**src/hw/wdtec_pkg.sv**
```systemverilog
// Constants, register map and state record of the watchdog enable/time-out block
package wdtec_pkg;

    ////////////////////////////////////////////////////////////////////////////
    // Clock and oscillator rates
    localparam int unsigned CLK_HZ      = 20_000_000;
    localparam int unsigned OSC_HZ      = 128_000;
    // Closest whole divider; the tick runs slightly fast of the true rate
    localparam int unsigned OSC_DIV     = CLK_HZ / OSC_HZ;
    localparam int unsigned DIV_W       = 8;

    ////////////////////////////////////////////////////////////////////////////
    // Timing counts
    localparam int unsigned UNLOCK_CYC  = 4;
    localparam int unsigned UNLOCK_W    = 3;
    localparam int unsigned BASE_TICKS  = 2048;
    localparam int unsigned TSEL_MAX    = 9;
    localparam int unsigned TSEL_W      = 4;
    localparam int unsigned CNT_W       = 21;

    ////////////////////////////////////////////////////////////////////////////
    // Register byte offsets
    localparam int unsigned ADDR_W      = 8;
    localparam logic [7:0]  OFF_CTRL    = 8'h00;
    localparam logic [7:0]  OFF_CAUSE   = 8'h04;
    localparam logic [7:0]  OFF_STAT    = 8'h08;
    localparam logic [7:0]  OFF_MASK    = 8'h0c;
    localparam logic [7:0]  OFF_KICK    = 8'h10;
    localparam logic [7:0]  OFF_COUNT   = 8'h14;

    ////////////////////////////////////////////////////////////////////////////
    // Field positions
    localparam int unsigned IE_BIT      = 6;
    localparam int unsigned TSEL3_BIT   = 5;
    localparam int unsigned UNLOCK_BIT  = 4;
    localparam int unsigned EN_BIT      = 3;
    localparam int unsigned TSEL_LO_W   = 3;
    localparam int unsigned CAUSE_BIT   = 3;
    localparam int unsigned EV_TIMEOUT  = 0;
    localparam int unsigned EV_WDRST    = 1;
    localparam int unsigned EV_W        = 2;

    ////////////////////////////////////////////////////////////////////////////
    // Types
    typedef enum logic {
        WDTEC_LVL1 = 1'b0,
        WDTEC_LVL2 = 1'b1
    } wdtec_level_e;

    typedef struct packed {
        logic                fuse_s1;
        logic                fuse_s2;
        logic                fuse_s3;
        wdtec_level_e        level;
        logic [DIV_W-1:0]    div_cnt;
        logic [CNT_W-1:0]    wd_cnt;
        logic                en;
        logic                ie;
        logic [TSEL_W-1:0]   tsel;
        logic [UNLOCK_W-1:0] unlock_cnt;
        logic                cause;
        logic [EV_W-1:0]     stat;
        logic [EV_W-1:0]     mask;
        logic [31:0]         rdata;
        logic                rst_req;
    } wdtec_state_s;

endpackage

```
**src/hw/wdtec_top.sv**
```systemverilog
// Watchdog enable control, time-out select and counter behind an APB slave
`timescale 1ns/1ns
`default_nettype none

module wdtec_top #(
    parameter int unsigned OSC_DIV_P    = wdtec_pkg::OSC_DIV,
    parameter int unsigned BASE_TICKS_P = wdtec_pkg::BASE_TICKS
) (
    input  wire logic                         pclk,
    input  wire logic                         presetn,
    input  wire logic                         psel,
    input  wire logic                         penable,
    input  wire logic                         pwrite,
    input  wire logic [wdtec_pkg::ADDR_W-1:0] paddr,
    input  wire logic [31:0]                  pwdata,
    output logic      [31:0]                  prdata,
    output logic                              pready,
    output logic                              pslverr,
    input  wire logic                         safety_level_fuse,
    output logic                              irq,
    output logic                              wdt_reset_req,
    output logic                              wdt_running
);
    import wdtec_pkg::*;

    ////////////////////////////////////////////////////////////////////////////
    // Helpers

    // Reserved codes use the longest valid setting
    function automatic logic [TSEL_W-1:0] tsel_fix(input logic [TSEL_W-1:0] code);
        return (code > TSEL_W'(TSEL_MAX)) ? TSEL_W'(TSEL_MAX) : code;
    endfunction

    function automatic logic [CNT_W-1:0] tsel_limit(input logic [TSEL_W-1:0] code);
        return CNT_W'(BASE_TICKS_P) << tsel_fix(code);
    endfunction

    function automatic logic addr_mapped(input logic [ADDR_W-1:0] a);
        return (a == OFF_CTRL) || (a == OFF_CAUSE) || (a == OFF_STAT)
            || (a == OFF_MASK) || (a == OFF_KICK) || (a == OFF_COUNT);
    endfunction

    ////////////////////////////////////////////////////////////////////////////
    // State

    localparam wdtec_state_s STATE_RST = '0;

    wdtec_state_s q;
    wdtec_state_s d;

    logic                acc_wr;
    logic                setup_rd;
    logic                tick;
    logic                unlocked;
    logic                en_eff;
    logic                running;
    logic                kick;
    logic                expire;
    logic [CNT_W-1:0]    limit;
    logic [EV_W-1:0]     ev;
    logic [EV_W-1:0]     stat_clr;
    logic [7:0]          ctrl_rd;

    ////////////////////////////////////////////////////////////////////////////
    // Next state

    always_comb begin
        d        = q;
        ev       = '0;
        stat_clr = '0;

        // Zero wait states: every access phase completes at once
        acc_wr   = psel && penable && pwrite && addr_mapped(paddr);
        setup_rd = psel && !penable && !pwrite;

        // Fuse synchroniser; level moves only once two stages agree
        d.fuse_s1 = safety_level_fuse;
        d.fuse_s2 = q.fuse_s1;
        d.fuse_s3 = q.fuse_s2;
        if (q.fuse_s2 == q.fuse_s3) begin
            d.level = wdtec_level_e'(q.fuse_s3);
        end

        // Oscillator tick from the system clock
        tick = (q.div_cnt == DIV_W'(OSC_DIV_P - 1));
        if (tick) begin
            d.div_cnt = '0;
        end else begin
            d.div_cnt = q.div_cnt + 1'b1;
        end

        // Unlock window counts down on its own
        unlocked = (q.unlock_cnt != '0);
        if (unlocked) begin
            d.unlock_cnt = q.unlock_cnt - 1'b1;
        end

        kick = acc_wr && (paddr == OFF_KICK);

        ////////////////////////////////////////////////////////////////////////
        // Control register write
        if (acc_wr && (paddr == OFF_CTRL)) begin
            if (pwdata[EN_BIT]) begin
                d.en = 1'b1;
            end else if (unlocked && (q.level == WDTEC_LVL1)) begin
                d.en = 1'b0;
            end
            // The interrupt enable lands even when the clear is refused
            d.ie = pwdata[IE_BIT];
            // Level 2 guards the time-out behind the same window
            if ((q.level == WDTEC_LVL1) || unlocked) begin
                // Stored clamped so software reads back the code in use
                d.tsel = tsel_fix({pwdata[TSEL3_BIT], pwdata[TSEL_LO_W-1:0]});
            end
            // Arming needs both bits in one write
            if (pwdata[UNLOCK_BIT] && pwdata[EN_BIT]) begin
                d.unlock_cnt = UNLOCK_W'(UNLOCK_CYC);
            end else if (unlocked) begin
                // The closing write uses up the window
                d.unlock_cnt = '0;
            end
        end

        ////////////////////////////////////////////////////////////////////////
        // Other register writes
        if (acc_wr && (paddr == OFF_CAUSE) && !pwdata[CAUSE_BIT]) begin
            d.cause = 1'b0;
        end
        if (acc_wr && (paddr == OFF_STAT)) begin
            stat_clr = pwdata[EV_W-1:0];
        end
        if (acc_wr && (paddr == OFF_MASK)) begin
            d.mask = pwdata[EV_W-1:0];
        end

        ////////////////////////////////////////////////////////////////////////
        // Counter and time-out
        en_eff  = q.en || (q.level == WDTEC_LVL2);
        running = en_eff || q.ie;
        limit   = tsel_limit(q.tsel);
        expire  = running && tick && !kick && (q.wd_cnt >= limit - 1'b1);
        d.rst_req = 1'b0;

        if (!running || kick) begin
            d.wd_cnt = '0;
        end else if (tick) begin
            if (expire) begin
                d.wd_cnt = '0;
            end else begin
                d.wd_cnt = q.wd_cnt + 1'b1;
            end
        end

        if (expire) begin
            if (q.ie) begin
                ev[EV_TIMEOUT] = 1'b1;
                // With the enable set, next expiry resets unless software re-arms the interrupt
                if (en_eff) begin
                    d.ie = 1'b0;
                end
            end else begin
                d.rst_req     = 1'b1;
                ev[EV_WDRST]  = 1'b1;
                d.cause       = 1'b1;
            end
        end

        // Flag overrides any write to the enable
        if ((q.level == WDTEC_LVL1) && q.cause) begin
            d.en = 1'b1;
        end
        if (q.level == WDTEC_LVL2) begin
            d.en = 1'b1;
        end

        // Sticky status: a set in the clearing cycle wins
        d.stat = (q.stat & ~stat_clr) | ev;

        ////////////////////////////////////////////////////////////////////////
        // Read data, captured in the setup phase
        ctrl_rd = '0;
        ctrl_rd[IE_BIT]            = q.ie;
        ctrl_rd[TSEL3_BIT]         = q.tsel[TSEL_W-1];
        ctrl_rd[UNLOCK_BIT]        = unlocked;
        ctrl_rd[EN_BIT]            = en_eff;
        ctrl_rd[TSEL_LO_W-1:0]     = q.tsel[TSEL_LO_W-1:0];

        if (setup_rd) begin
            d.rdata = '0;
            unique case (paddr)
                OFF_CTRL: begin
                    d.rdata[7:0] = ctrl_rd;
                end
                OFF_CAUSE: begin
                    d.rdata[CAUSE_BIT] = q.cause;
                end
                OFF_STAT: begin
                    d.rdata[EV_W-1:0] = q.stat;
                end
                OFF_MASK: begin
                    d.rdata[EV_W-1:0] = q.mask;
                end
                OFF_COUNT: begin
                    d.rdata[CNT_W-1:0] = q.wd_cnt;
                end
                default: begin
                    d.rdata = '0;
                end
            endcase
        end
    end

    ////////////////////////////////////////////////////////////////////////////
    // Registers

    always_ff @(posedge pclk or negedge presetn) begin
        if (!presetn) begin
            q <= STATE_RST;
        end else begin
            q <= d;
        end
    end

    ////////////////////////////////////////////////////////////////////////////
    // Outputs

    assign prdata        = q.rdata;
    assign pready        = 1'b1;
    // Unmapped addresses answer with an error and change nothing
    assign pslverr       = psel && penable && !addr_mapped(paddr);
    assign irq           = |(q.stat & q.mask);
    // Pulse goes to the system reset logic; it must not drive presetn,
    // or the cause flag would be lost with it
    assign wdt_reset_req = q.rst_req;
    assign wdt_running   = (q.en || (q.level == WDTEC_LVL2)) || q.ie;

endmodule

`default_nettype wire

```
**config.mk**
```make
export PLATFORM = sky130hd
export DESIGN_NAME = wdtec_top
export DESIGN_NICKNAME = d
export VERILOG_FILES = /design/src/hw/wdtec_pkg.sv /design/src/hw/wdtec_top.sv
export SDC_FILE = /design/constraint.sdc
export NUM_CORES = 1
export LEC_CHECK = 0
export BUFFER_PORTS_ARGS = -buffer_cell sky130_fd_sc_hd__buf_4
export CAP_MARGIN = 30
export CORE_ASPECT_RATIO = 1.1
export CORE_UTILIZATION = 55
export CTS_CLUSTER_SIZE = 16
export DETAILED_ROUTE_END_ITERATION = 10
export PLACE_DENSITY = 0.78
export SLEW_MARGIN = 40
export SYNTH_ARGS = -nofsm -noshare
export SYNTH_HDL_FRONTEND = slang
export SYNTH_SLANG_ARGS = --single-unit
```
**constraint.sdc**
```tcl
create_clock -name pclk -period 4.63 [get_ports pclk]
set_input_delay 1.389 -clock pclk [delete_from_list [all_inputs] [get_ports pclk]]
set_output_delay 1.389 -clock pclk [all_outputs]
set_load 0.02 [all_outputs]
```
; ---- Yosys cells after proc, flatten, opt, wreduce, memory -nomap -nowiden
; Index checks and enable logic that the tools add are counted.
[word_totals]
ff_bits = 69
input_bits = 46
out_inout_bits = 37
elab_cells = 107
[classes]
addsub = 4
n_lt_le_gt_ge = 3
n_eq_ne = 7
shift = 1
n_mux = 31
bitwise_logic = 5
reduce_logical = 41
[op_table]
columns = cell, n
row1 = $mux W21, 3
row2 = $add A21 B1 Y21 const B, 1
row3 = $ge A21 B21 Y1, 1
row4 = $shl A12 B4 Y21 const A, 1
row5 = $sub A21 B1 Y21 const B, 1
row6 = $logic_and A1 B1 Y1, 18
row7 = $eq A8 B4 Y1 const B, 2
row8 = $eq A8 B5 Y1 const B, 2
row9 = $mux W1, 13
row10 = $mux W13, 1
row11 = $mux W4, 3
row12 = $logic_or A1 B1 Y1, 9
row13 = $mux W3, 3
row14 = $mux W9, 1
row15 = $add A8 B1 Y8 const B, 1
row16 = $eq A8 B3 Y1 const B, 1
row17 = $eq A8 B8 Y1 const B, 1
row18 = $gt A4 B4 Y1 const B, 2
row19 = $logic_not A8 Y1, 1
row20 = $mux W8, 1
row21 = $pmux W2 S4, 1
row22 = $pmux W4 S2, 1
row23 = $logic_not A1 Y1, 6
row24 = $reduce_bool A3 Y1, 2
row25 = other kinds (13), 16

; ---- Logic depth before layout (Yosys ltp)
; Gate-level depths: netlist (run 1).
[depth]
ltp_word = 14
mapped_depth = 16
ltp_nobuf = 13

; ---- Least setup slack after synthesis (run 1)
; Ideal clock, no wire load.
[synth_path]
path_kind = in2out
from = input port paddr[1] (netlist bit)
to = output port pslverr
arrival_ns = 2.166
required_time_ns = 3.241
slack_ns = 1.075
path_stages = 3
path_buffers = 0
cell_sequence = nor2_1 > nor4b_1 > a21oi_1
[synth_via]
elab_chain_len = 8
word_cells_on_any_way = 13
classes_between = 5 x eq/ne / 8 x reduce/logical
[synth_lines]
columns = item, line_no
row1 = from (decl), wdtec_top.sv:14  ; input wire logic [wdtec_pkg::ADDR_W-1:0] paddr,
row2 = $eq A8 B3 Y1 or $logic_not A8 Y1 (tied branches), wdtec_top.sv:39  ; return (a == OFF_CTRL) || (a == OFF_CAUSE) || (a == OFF_STAT)
row3 = $logic_or A1 B1 Y1 (2 in a row), wdtec_top.sv:39
row4 = $logic_or A1 B1 Y1 (2 in a row), wdtec_top.sv:40  ; || (a == OFF_MASK) || (a == OFF_KICK) || (a == OFF_COUNT);
row5 = $logic_or A1 B1 Y1 *, wdtec_top.sv:40
row6 = $logic_not A1 Y1 *, wdtec_top.sv:230  ; assign pslverr = psel && penable && !addr_mapped(paddr);
row7 = $logic_and A1 B1 Y1 *, wdtec_top.sv:230
row8 = to (decl), wdtec_top.sv:18  ; output logic pslverr,
; Mark *: on every way between the ends. The rest lies on a longest branch, timed or not.

; ---- Worst setup path in the final report (run 1)
; Ends and elaborated chain as after synthesis.

==> results.md, run 1 <==
- The run finished with clean final reports.
- The via count of the first global-routing pass is 2960.
- By startpoint and endpoint, the worst setup path is classified as input port to output pin.
- The congestion estimate from routability-driven global placement came to between 0.8 and 0.9.
- Global routing used between 20% and 30% of the available tracks across all layers.
- Clock-pin slew was measured on the worst setup and hold paths at roughly 0.07 ns.
- For this block, the initial DRC count from the detailed router was around 200.
- The final clock period utilization by the worst path is between 80% and 90%.
- The total inserted antenna cells is 0.
- Hold is met by 0.359 ns.
- The initial standard-cell utilization of the core is between 50% and 60%.
- After floorplanning, the core was sized to cover ~7000 um^2.
- The final clock skew is 0.00904 ns.
- The max-capacitance violation count is 0.
- The number of enable flip-flop cells after synthesis is 0.
- The clock net in this run drives a total of 69 sinks.
- The static leakage power is 2.09 nW.
- Cells with a size suffix above 1 make up about 16% of the layout.
- In the final routed layout, each cell accounts on average for around 14 um.
- The clock period minus final worst setup slack is a little under 4 ns.
- The delay contributed by the slowest stage of the critical path is 0.55 ns.
- Together, buffers and inverters on the worst path number 2.
- The slowest stage of the critical path belongs to the cell nor4b_1.
- The cell class contributing the biggest share of worst-path delay is simple AND/OR/NAND/NOR gates.
- The initialized floorplan defines 32 standard-cell rows.
- The launching element type of the critical path is an input port.
- The total wirelength of the detailed-routed design is a little under 8 mm.
- After clock tree synthesis, the flow added hold-fix buffers numbering 0.
- The critical path goes through buf_4, nor2_1, nor4b_1, a21oi_1, buf_4.
- For the pin with the worst max-slew slack, the measured transition is 0.743 ns.
- The relative area change from synthesis to final layout is 8.46%.
- The sum of negative setup slack is 0 ns.
- The synthesized design spends more area on one cell type than any other, namely dfrtp_1.
- After synthesis, the largest area contributor takes up 43.7% of total cell area.
- The number of buffers added by the clock tree synthesis step is 9.
- The maximum ir drop on the vdd rail is around 0.20 mV.
- The synthesized area per cell is roughly 9.0 um^2.
- The synthesized netlist cell count is ~440.
- The die span in y is slightly above 90 um.
- In the routed design, unresolved DRC markers number 0.
- Counting distinct cell types in the post-synthesis netlist gives 54.
- The number of antenna violations at the first check in global routing was 0.
- In the final design database the tool counted 516 nets.
- The count of buffers added on input and output ports is 45.
- The count of pins on the block boundary is 83.
- The total iterations of the first detailed-routing run is 5.
- The number of fill cells in the layout is about 630.
- The tree is rooted in a clkbuf_8.
- The total overflow left after global routing is 0.
- For this run, the share of the core covered by cells in the final layout is between 60% and 70%.
- Static timing analysis puts the maximum clock frequency at approximately 0.25 GHz.
- The classification of the worst-slack hold path is register to register.
- The largest fanout of any net on the critical path is 4.
- The fraction of synthesis flops using an asynchronous set or reset pin is between 90% and 100%.
- The worst max-slew margin expressed relative to the limit is between 50% and 60%.
- The number of max-slew violations in the final report is 0.
- The buffer count from post-CTS setup fixing is 0.
- Measured along the x axis, the die boundary spans a little over 80 um.
- Registers take 1730 um^2.
- The number of antenna-violating nets in the routed design is 0.
- The synthesis-stage register bit count is 69.
- The number of hold violations in the final report was 0.
- In the final layout, the multi-input gates occupy 1880 um^2.
- Setup violations remaining at the end of the flow were counted as 0.
- Of the synthesized area, sequential elements account for 43.7%.
- Among the stages of the critical path, the cell type that occurs most often is buf_4.
- The pin count of the biggest net entering global routing is 70.
- Once the clock tree was built, the resizer swapped 0 gates to a different size.
- Setup repair after global routing left no endpoint under its margin.
- The first-pass GRT wire length is around 14 mm.
- The maximum level of the CTS H-tree is 3.
- The total power is approximately 1.2 mW.
- The critical path required time is 3.24 ns.
- The clock tree from TritonCTS is built.
- The later pin in the worst-skew pair is clocked with a latency of between 0.3 and 0.4 ns.
- For the worst setup path, the data arrival time is 2.56 ns.
- The endpoint type of the worst setup path is an output pin.
- The detailed router placed approximately 3.2k vias in this run.
- The mapped netlist covers approximately 4000 um^2.
- The via count normalized by instance count is 5.83.
- The maximum clock insertion buffer count is 2.
- The HPWL after detailed placement is roughly 5.5 mm.
- By area the synthesized netlist is led by dfrtp_1 44%, nand2_1 6.7%, buf_4 6.5%.
- The flip-flop cell with the highest count after synthesis is dfrtp_1.
- The area of the die is ~7500 um^2.
- The total number of yosys warnings is 0.
- For this design the ratio of total power to cell area is 288 nW/um^2.
-- routing by layer --
| layer | vias up | track usage (%) | part of all wire, % |
|---|---|---|---|
| met5 | - | 0 | 0 |
| met3 | 17 | 5.12 | 5.8 |
| li1 | 1535 | - | - |
| met1 | 1511 | 30.1 | 44 |
| met2 | 108 | 36.5 | 48 |
| met4 | 0 | 7.76 | 1.6 |
-- synthesized netlist by cell type, types with 4 or more instances --
| library cell | count |
|---|---|
| nor2_1 | 28 |
| o21ai_0 | 16 |
| nor3_1 | 5 |
| a21o_1 | 8 |
| nand4_1 | 8 |
| clkbuf_1 | 9 |
| nand3_1 | 29 |
| a41oi_1 | 4 |
| a21oi_1 | 18 |
| dfrtp_1 | 69 |
| nand2b_1 | 4 |
| a31oi_1 | 14 |
| mux2_2 | 5 |
| nor2b_1 | 5 |
| xnor2_1 | 6 |
| and3_1 | 12 |
| a221oi_1 | 4 |
| a211oi_1 | 4 |
| ha_1 | 16 |
| inv_1 | 12 |
| nand2_1 | 71 |
| buf_4 | 34 |
-- placed cells by master, fill, tap and decap left out, drive strengths merged, types with 5 or more instances in the layout --
| cell | n |
|---|---|
| nor2 | 28 |
| clkinv | 5 |
| a221oi | 5 |
| nand4 | 8 |
| mux2 | 5 |
| nand2 | 71 |
| and3 | 13 |
| a21o | 8 |
| buf | 46 |
| ha | 16 |
| nor2b | 5 |
| xnor2 | 6 |
| nor3 | 7 |
| conb | 13 |
| a21oi | 18 |
| or3 | 5 |
| clkbuf | 11 |
| dfrtp | 69 |
| o21ai | 18 |
| a31oi | 14 |
| nand3 | 29 |
| inv | 12 |
-- final timing paths --
check / from / end / slack (ns) / cells after the start
setup / recovery: paddr[1] / pslverr / 0.68 / 5
hold / removal: d[78]$_DFF_PN0_ / d[77]$_DFF_PN0_ / 0.36 / 0
setup reg to reg: ctrl_rd[5]$_DFFE_PN0P_ / q[61]$_DFFE_PN0P_ / 0.87 / 12
hold reg to reg: d[78]$_DFF_PN0_ / d[77]$_DFF_PN0_ / 0.36 / 0
max in group asynchronous: presetn / ctrl_rd[1]$_DFFE_PN0P_ / 3.16 / 1
min in group asynchronous: presetn / prdata[4]$_DFFE_PN0P_ / 1.04 / 1
-- logic make-up after synthesis --
| family | synth area share (%) |
|---|---|
| xor gates and xnor gates | 1.55 |
| DFF | 43.7 |
| other | 0.190 |
| adders and majority gates | 5.32 |
| AOI/OAI and AO/OA | 14.4 |
| muxes | 1.93 |
| and+or+nand+nor | 23.2 |
| buffers and inverters | 9.72 |
-- layout make-up --
class / instances / area share, %
clock buffer: 11 / 3.53
clock inverter: 5 / 0.584
inverter: 12 / 1.05
multi-input combinational: 316 / 43.9
sequential: 69 / 40.3
tap: 85 / 2.48
timing repair buffer: 46 / 8.15
-- worst register-to-register path: stages (launching register included) --
cell and delay, ns:
dfrtp_1 0.48, or4_1 0.60, ha_1 0.26, a21o_1 0.20, a22oi_1 0.19, ha_1 0.26
and4_1 0.20, and3_1 0.22, a221oi_4 0.29, and3b_1 0.39, buf_4 0.29, a41oi_1 0.14
a31oi_1 0.16
-- per-stage QoR --
| step | cell area (um^2) | std cells | setup slack (ns) |
|---|---|---|---|
| after detailed placement | 4110 | 528 | 0.700 |
| after global routing | 4280 | 544 | 0.543 |
| after CTS | 4280 | 544 | 0.686 |
| final | 4280 | 544 | 0.676 |
| after floorplan | 3990 | 448 | 1.08 |
| after global placement | 4100 | 528 | 0.805 |
-- power by group --
group / switching [mW] / total, mW / internal (mW)
clock network: 0.226 / 0.445 / 0.219
logic: 0.0902 / 0.150 / 0.0598
registers: 0.0132 / 0.639 / 0.625
-- flip-flops by register name, summed over array words and instances, names as in the netlist, named ones only --
signal	cells
q	38
d	2
ctrl_rd	5
prdata	21
wdt_reset_req	1
No activity file was read; power rests on OpenSTA's default activity.
==> run 2: changes to the inputs <==
Settings changed: CORE_UTILIZATION 55 to 40, PLACE_DENSITY 0.78 to 0.59.
==> results.md, run 2 (synthesis results as in run 1) <==
- The kind of critical path is input port to output pin (unchanged).
- The maximum clock insertion buffer count is 2 (unchanged).
- The minimum setup slack among reg-to-reg paths is 0.96 ns (was 0.87 ns).
- The delay contributed by the slowest stage of the critical path came to 0.52 ns (was 0.55 ns).
- The number of max-slew violations in the final report is 0 (unchanged).
- The clock period minus final worst setup slack was 3.89 ns (was 3.95 ns).
- The final setup violation count is 0 (unchanged).
- The start point of the critical path is paddr[1] (unchanged).
- The final RePlAce weighted congestion came to 0.792 (was 0.832).
- The layout net count is 516 (unchanged).
- The clock input transition at the sequential cells of the worst setup and hold paths was 0.07 ns (about the same).
- The post-cts hold buffer count is 0 (unchanged).
- The detail-routed net length per standard cell is 14.4 um (was 14.3 um).
- The most common cell after layout, fill and taps aside is nand2_1 (unchanged).
- The buffer count from post-CTS setup fixing was 0 (unchanged).
- The critical path required time came to 3.24 ns (about the same).
- The area of the die is 10300 um^2 (was 7520 um^2).
- The number of buffers added by the clock tree synthesis step came to 9 (unchanged).
- The sequential standard cell area is 1730 um^2 (unchanged).
- The number of antenna violations at the first check in global routing is 0 (unchanged).
- The relative area change from synthesis to final layout was 9.72% (was 8.46%).
- The post-route worst hold slack came to 0.355 ns (was 0.359 ns).
- The final clock period utilization by the worst path is 84.1% (was 85.4%).
- The pin count of the biggest net entering global routing is 70 (unchanged).
- The total power is 1.25 mW (was 1.23 mW).
- The largest register by flop count is q (unchanged).
- The maximum level of the CTS H-tree was 3 (unchanged).
- The largest fanout of any net on the critical path is 4 (unchanged).
- The maximum ir drop on the vdd rail came to 0.214 mV (was 0.196 mV).
- The horizontal die dimension is 96.8 um (was 82.8 um).
- The die span in y was 106 um (was 90.9 um).
- The static leakage power came to 2.09 nW (about the same).
- The share of power burned in registers is 51.0% (was 51.8%).
- The area of all placed cells without fillers is 4330 um^2 (was 4280 um^2).
- The placeable core region came to 9490 um^2 (was 6970 um^2).
- The area of combinational cells with multiple inputs is 1880 um^2 (about the same).
- The worst flop-to-flop path startpoint is ctrl_rd[5]$_DFFE_PN0P_ (unchanged).
- The switching power total came to 320 uW (was 330 uW).
- The total wirelength of the detailed-routed design came to 8.24 mm (was 7.80 mm).
- The launching element type of the critical path is an input port (unchanged).
- The most used cell along the critical path is buf_4 (unchanged).
- The count of vias placed by the detailed router came to 3095 (was 3171).
- The number of fill cells in the layout is 941 (was 631).
- The worst max-slew margin expressed relative to the limit came to 50.7% (was 50.3%).
- The cell at the slowest stage of the critical path was nor4b_1 (unchanged).
- The data arrival time of the worst path came to 2.50 ns (was 2.56 ns).
- The max-capacitance violation count is 0 (unchanged).
- The initial standard-cell utilization of the core is 41.6% (was 56.7%).
- The relative contribution of the clock network to total power is 37.0% (was 36.1%).
- The critical path capture point is pslverr (unchanged).
- The first-pass GRT wire length is 14.2 mm (was 13.8 mm).
- The minimum setup slack in the final design is 0.736 ns (was 0.676 ns).
- The cell at the root of the clock tree is clkbuf_8 (unchanged).
- The number of placement rows is 37 (was 32).
- The count of cells along the worst hold path is 0 (unchanged).
- CP Cell Sequence: buf_4, nor2_1, nor4b_1, a21oi_1, buf_4 (unchanged).
- The instance area after placement came to 4150 um^2 (was 4110 um^2).
- The number of sinks on the clock net is 69 (unchanged).
- The number of input and output port buffers inserted was 45 (unchanged).
- The top achievable clock speed is 0.257 GHz (was 0.253 GHz).
- The flip-flop count of the largest register after layout is 38 (unchanged).
- The total iterations of the first detailed-routing run is 5 (unchanged).
- The number of cells on the worst reg-to-reg path was 11 (was 12).
- The slew at the pin closest to its max-slew limit is 0.740 ns (was 0.743 ns).
- The total inserted antenna cells came to 0 (unchanged).
- The clock tree from TritonCTS is built (unchanged).
- The final non-filler cell total came to 574 (was 544).
- The number of design-rule violations left by the first detailed-router iteration came to 159 (was 195).
- The number of antenna-violating nets in the routed design is 0 (unchanged).
- The DRC violation count after routing is 0 (unchanged).
- The combinational group share of total power is 12.0% (was 12.2%).
- The fraction of layout cells with a size suffix above 1 is 16.2% (was 16.3%).
- The count of pins on the block boundary is 83 (unchanged).
- The total congestion overflow is 0 (unchanged).
- The via count normalized by instance count was 5.39 (was 5.83).
- The capture instance of the worst register-to-register path is q[66]$_DFFE_PN0P_ (was q[61]$_DFFE_PN0P_).
- The quantity of gates resized following cts came to 0 (unchanged).
- The clock insertion delay at the later pin of the skew report is 0.34 ns (about the same).
- The cell-internal power is 932 uW (was 904 uW).
- The switching power as a share of total power is 25.6% (was 26.7%).
- The classification of the worst-slack hold path is register to register (unchanged).
- The sum of negative setup slack came to 0 ns (unchanged).
- The final design utilization is 45.7% (was 61.5%).
- The via count of the first global-routing pass was 2923 (was 2960).
- The number of hold violations in the final report is 0 (unchanged).
- The setup slack after placement is 0.738 ns (was 0.700 ns).
- The final clock skew is 0.0103 ns (was 0.00904 ns).
- Setup repair after global routing missed its margin: false (unchanged).
- The total power per unit cell area was 289 nW/um^2 (was 288 nW/um^2).
- The half-perimeter wire length of the detailed placement result is 5.85 mm (was 5.51 mm).
- The endpoint type of the worst setup path is an output pin (unchanged).
- Result of the run: finished, final reports clean (unchanged).
- Commonest non-fill, non-tap cells in the layout: 70 x nand2_1, 69 x dfrtp_1, 45 x buf_4 (was 71 x nand2_1, 69 x dfrtp_1, 45 x buf_4).
- The aggregate global-route resource usage is 17.1% (was 22.7%).
- The cell total after placement was 560 (was 528).
run 2: changes by cell type in the layout (fill, tap and decap cells not counted), sizes merged:
cell / change
clkbuf: +2
clkinv: -4
run 2: worst min path at each step:
| stage | end | slack, ns | from |
|---|---|---|---|
| floorplan | d[77]$_DFF_PN0_ | 0.33 | d[78]$_DFF_PN0_ |
| global placement | d[77]$_DFF_PN0_ | 0.33 | d[78]$_DFF_PN0_ |
| detailed placement | d[77]$_DFF_PN0_ | 0.34 | d[78]$_DFF_PN0_ |
| CTS | d[77]$_DFF_PN0_ | 0.36 | d[78]$_DFF_PN0_ |
| global route | d[77]$_DFF_PN0_ | 0.36 | d[78]$_DFF_PN0_ |
| finish | d[77]$_DFF_PN0_ | 0.35 | d[78]$_DFF_PN0_ |
run 2: final cells by class:
cell class	instances	area share, %
clock buffers	13	4.13
clock inverters	1	0.115
inverters	12	1.04
multi-input cells	316	43.4
flip-flops and latches	69	39.8
well taps	117	3.38
repair buffers	46	8.05
run 2: metal layers:
metal | vias to the layer above | part of all wire (%) | GRT usage (%)
li1 | 1531 | - | -
met1 | 1485 | 48 | 22.6
met2 | 67 | 47 | 27.2
met3 | 12 | 3.4 | 4.01
met4 | 0 | 1.5 | 6.18
met5 | - | 0 | 0
run 2: worst max-delay path, delay by kind of cell:
family                 cells  cell delay [ns]
and+or+nand+nor            2             0.68
AOI/OAI and AO/OA          1             0.13
buffers and inverters      2             0.30
run 2: power by group through the flow:
stage / registers (mW) / logic, mW / clock network (mW)
2_1_floorplan: 0.647 / 0.112 / 0
3_3_place_gp: 0.649 / 0.145 / 0
3_5_place_dp: 0.650 / 0.151 / 0
4_1_cts: 0.639 / 0.152 / 0.476
5_1_grt: 0.641 / 0.176 / 0.506
6_report: 0.639 / 0.150 / 0.463
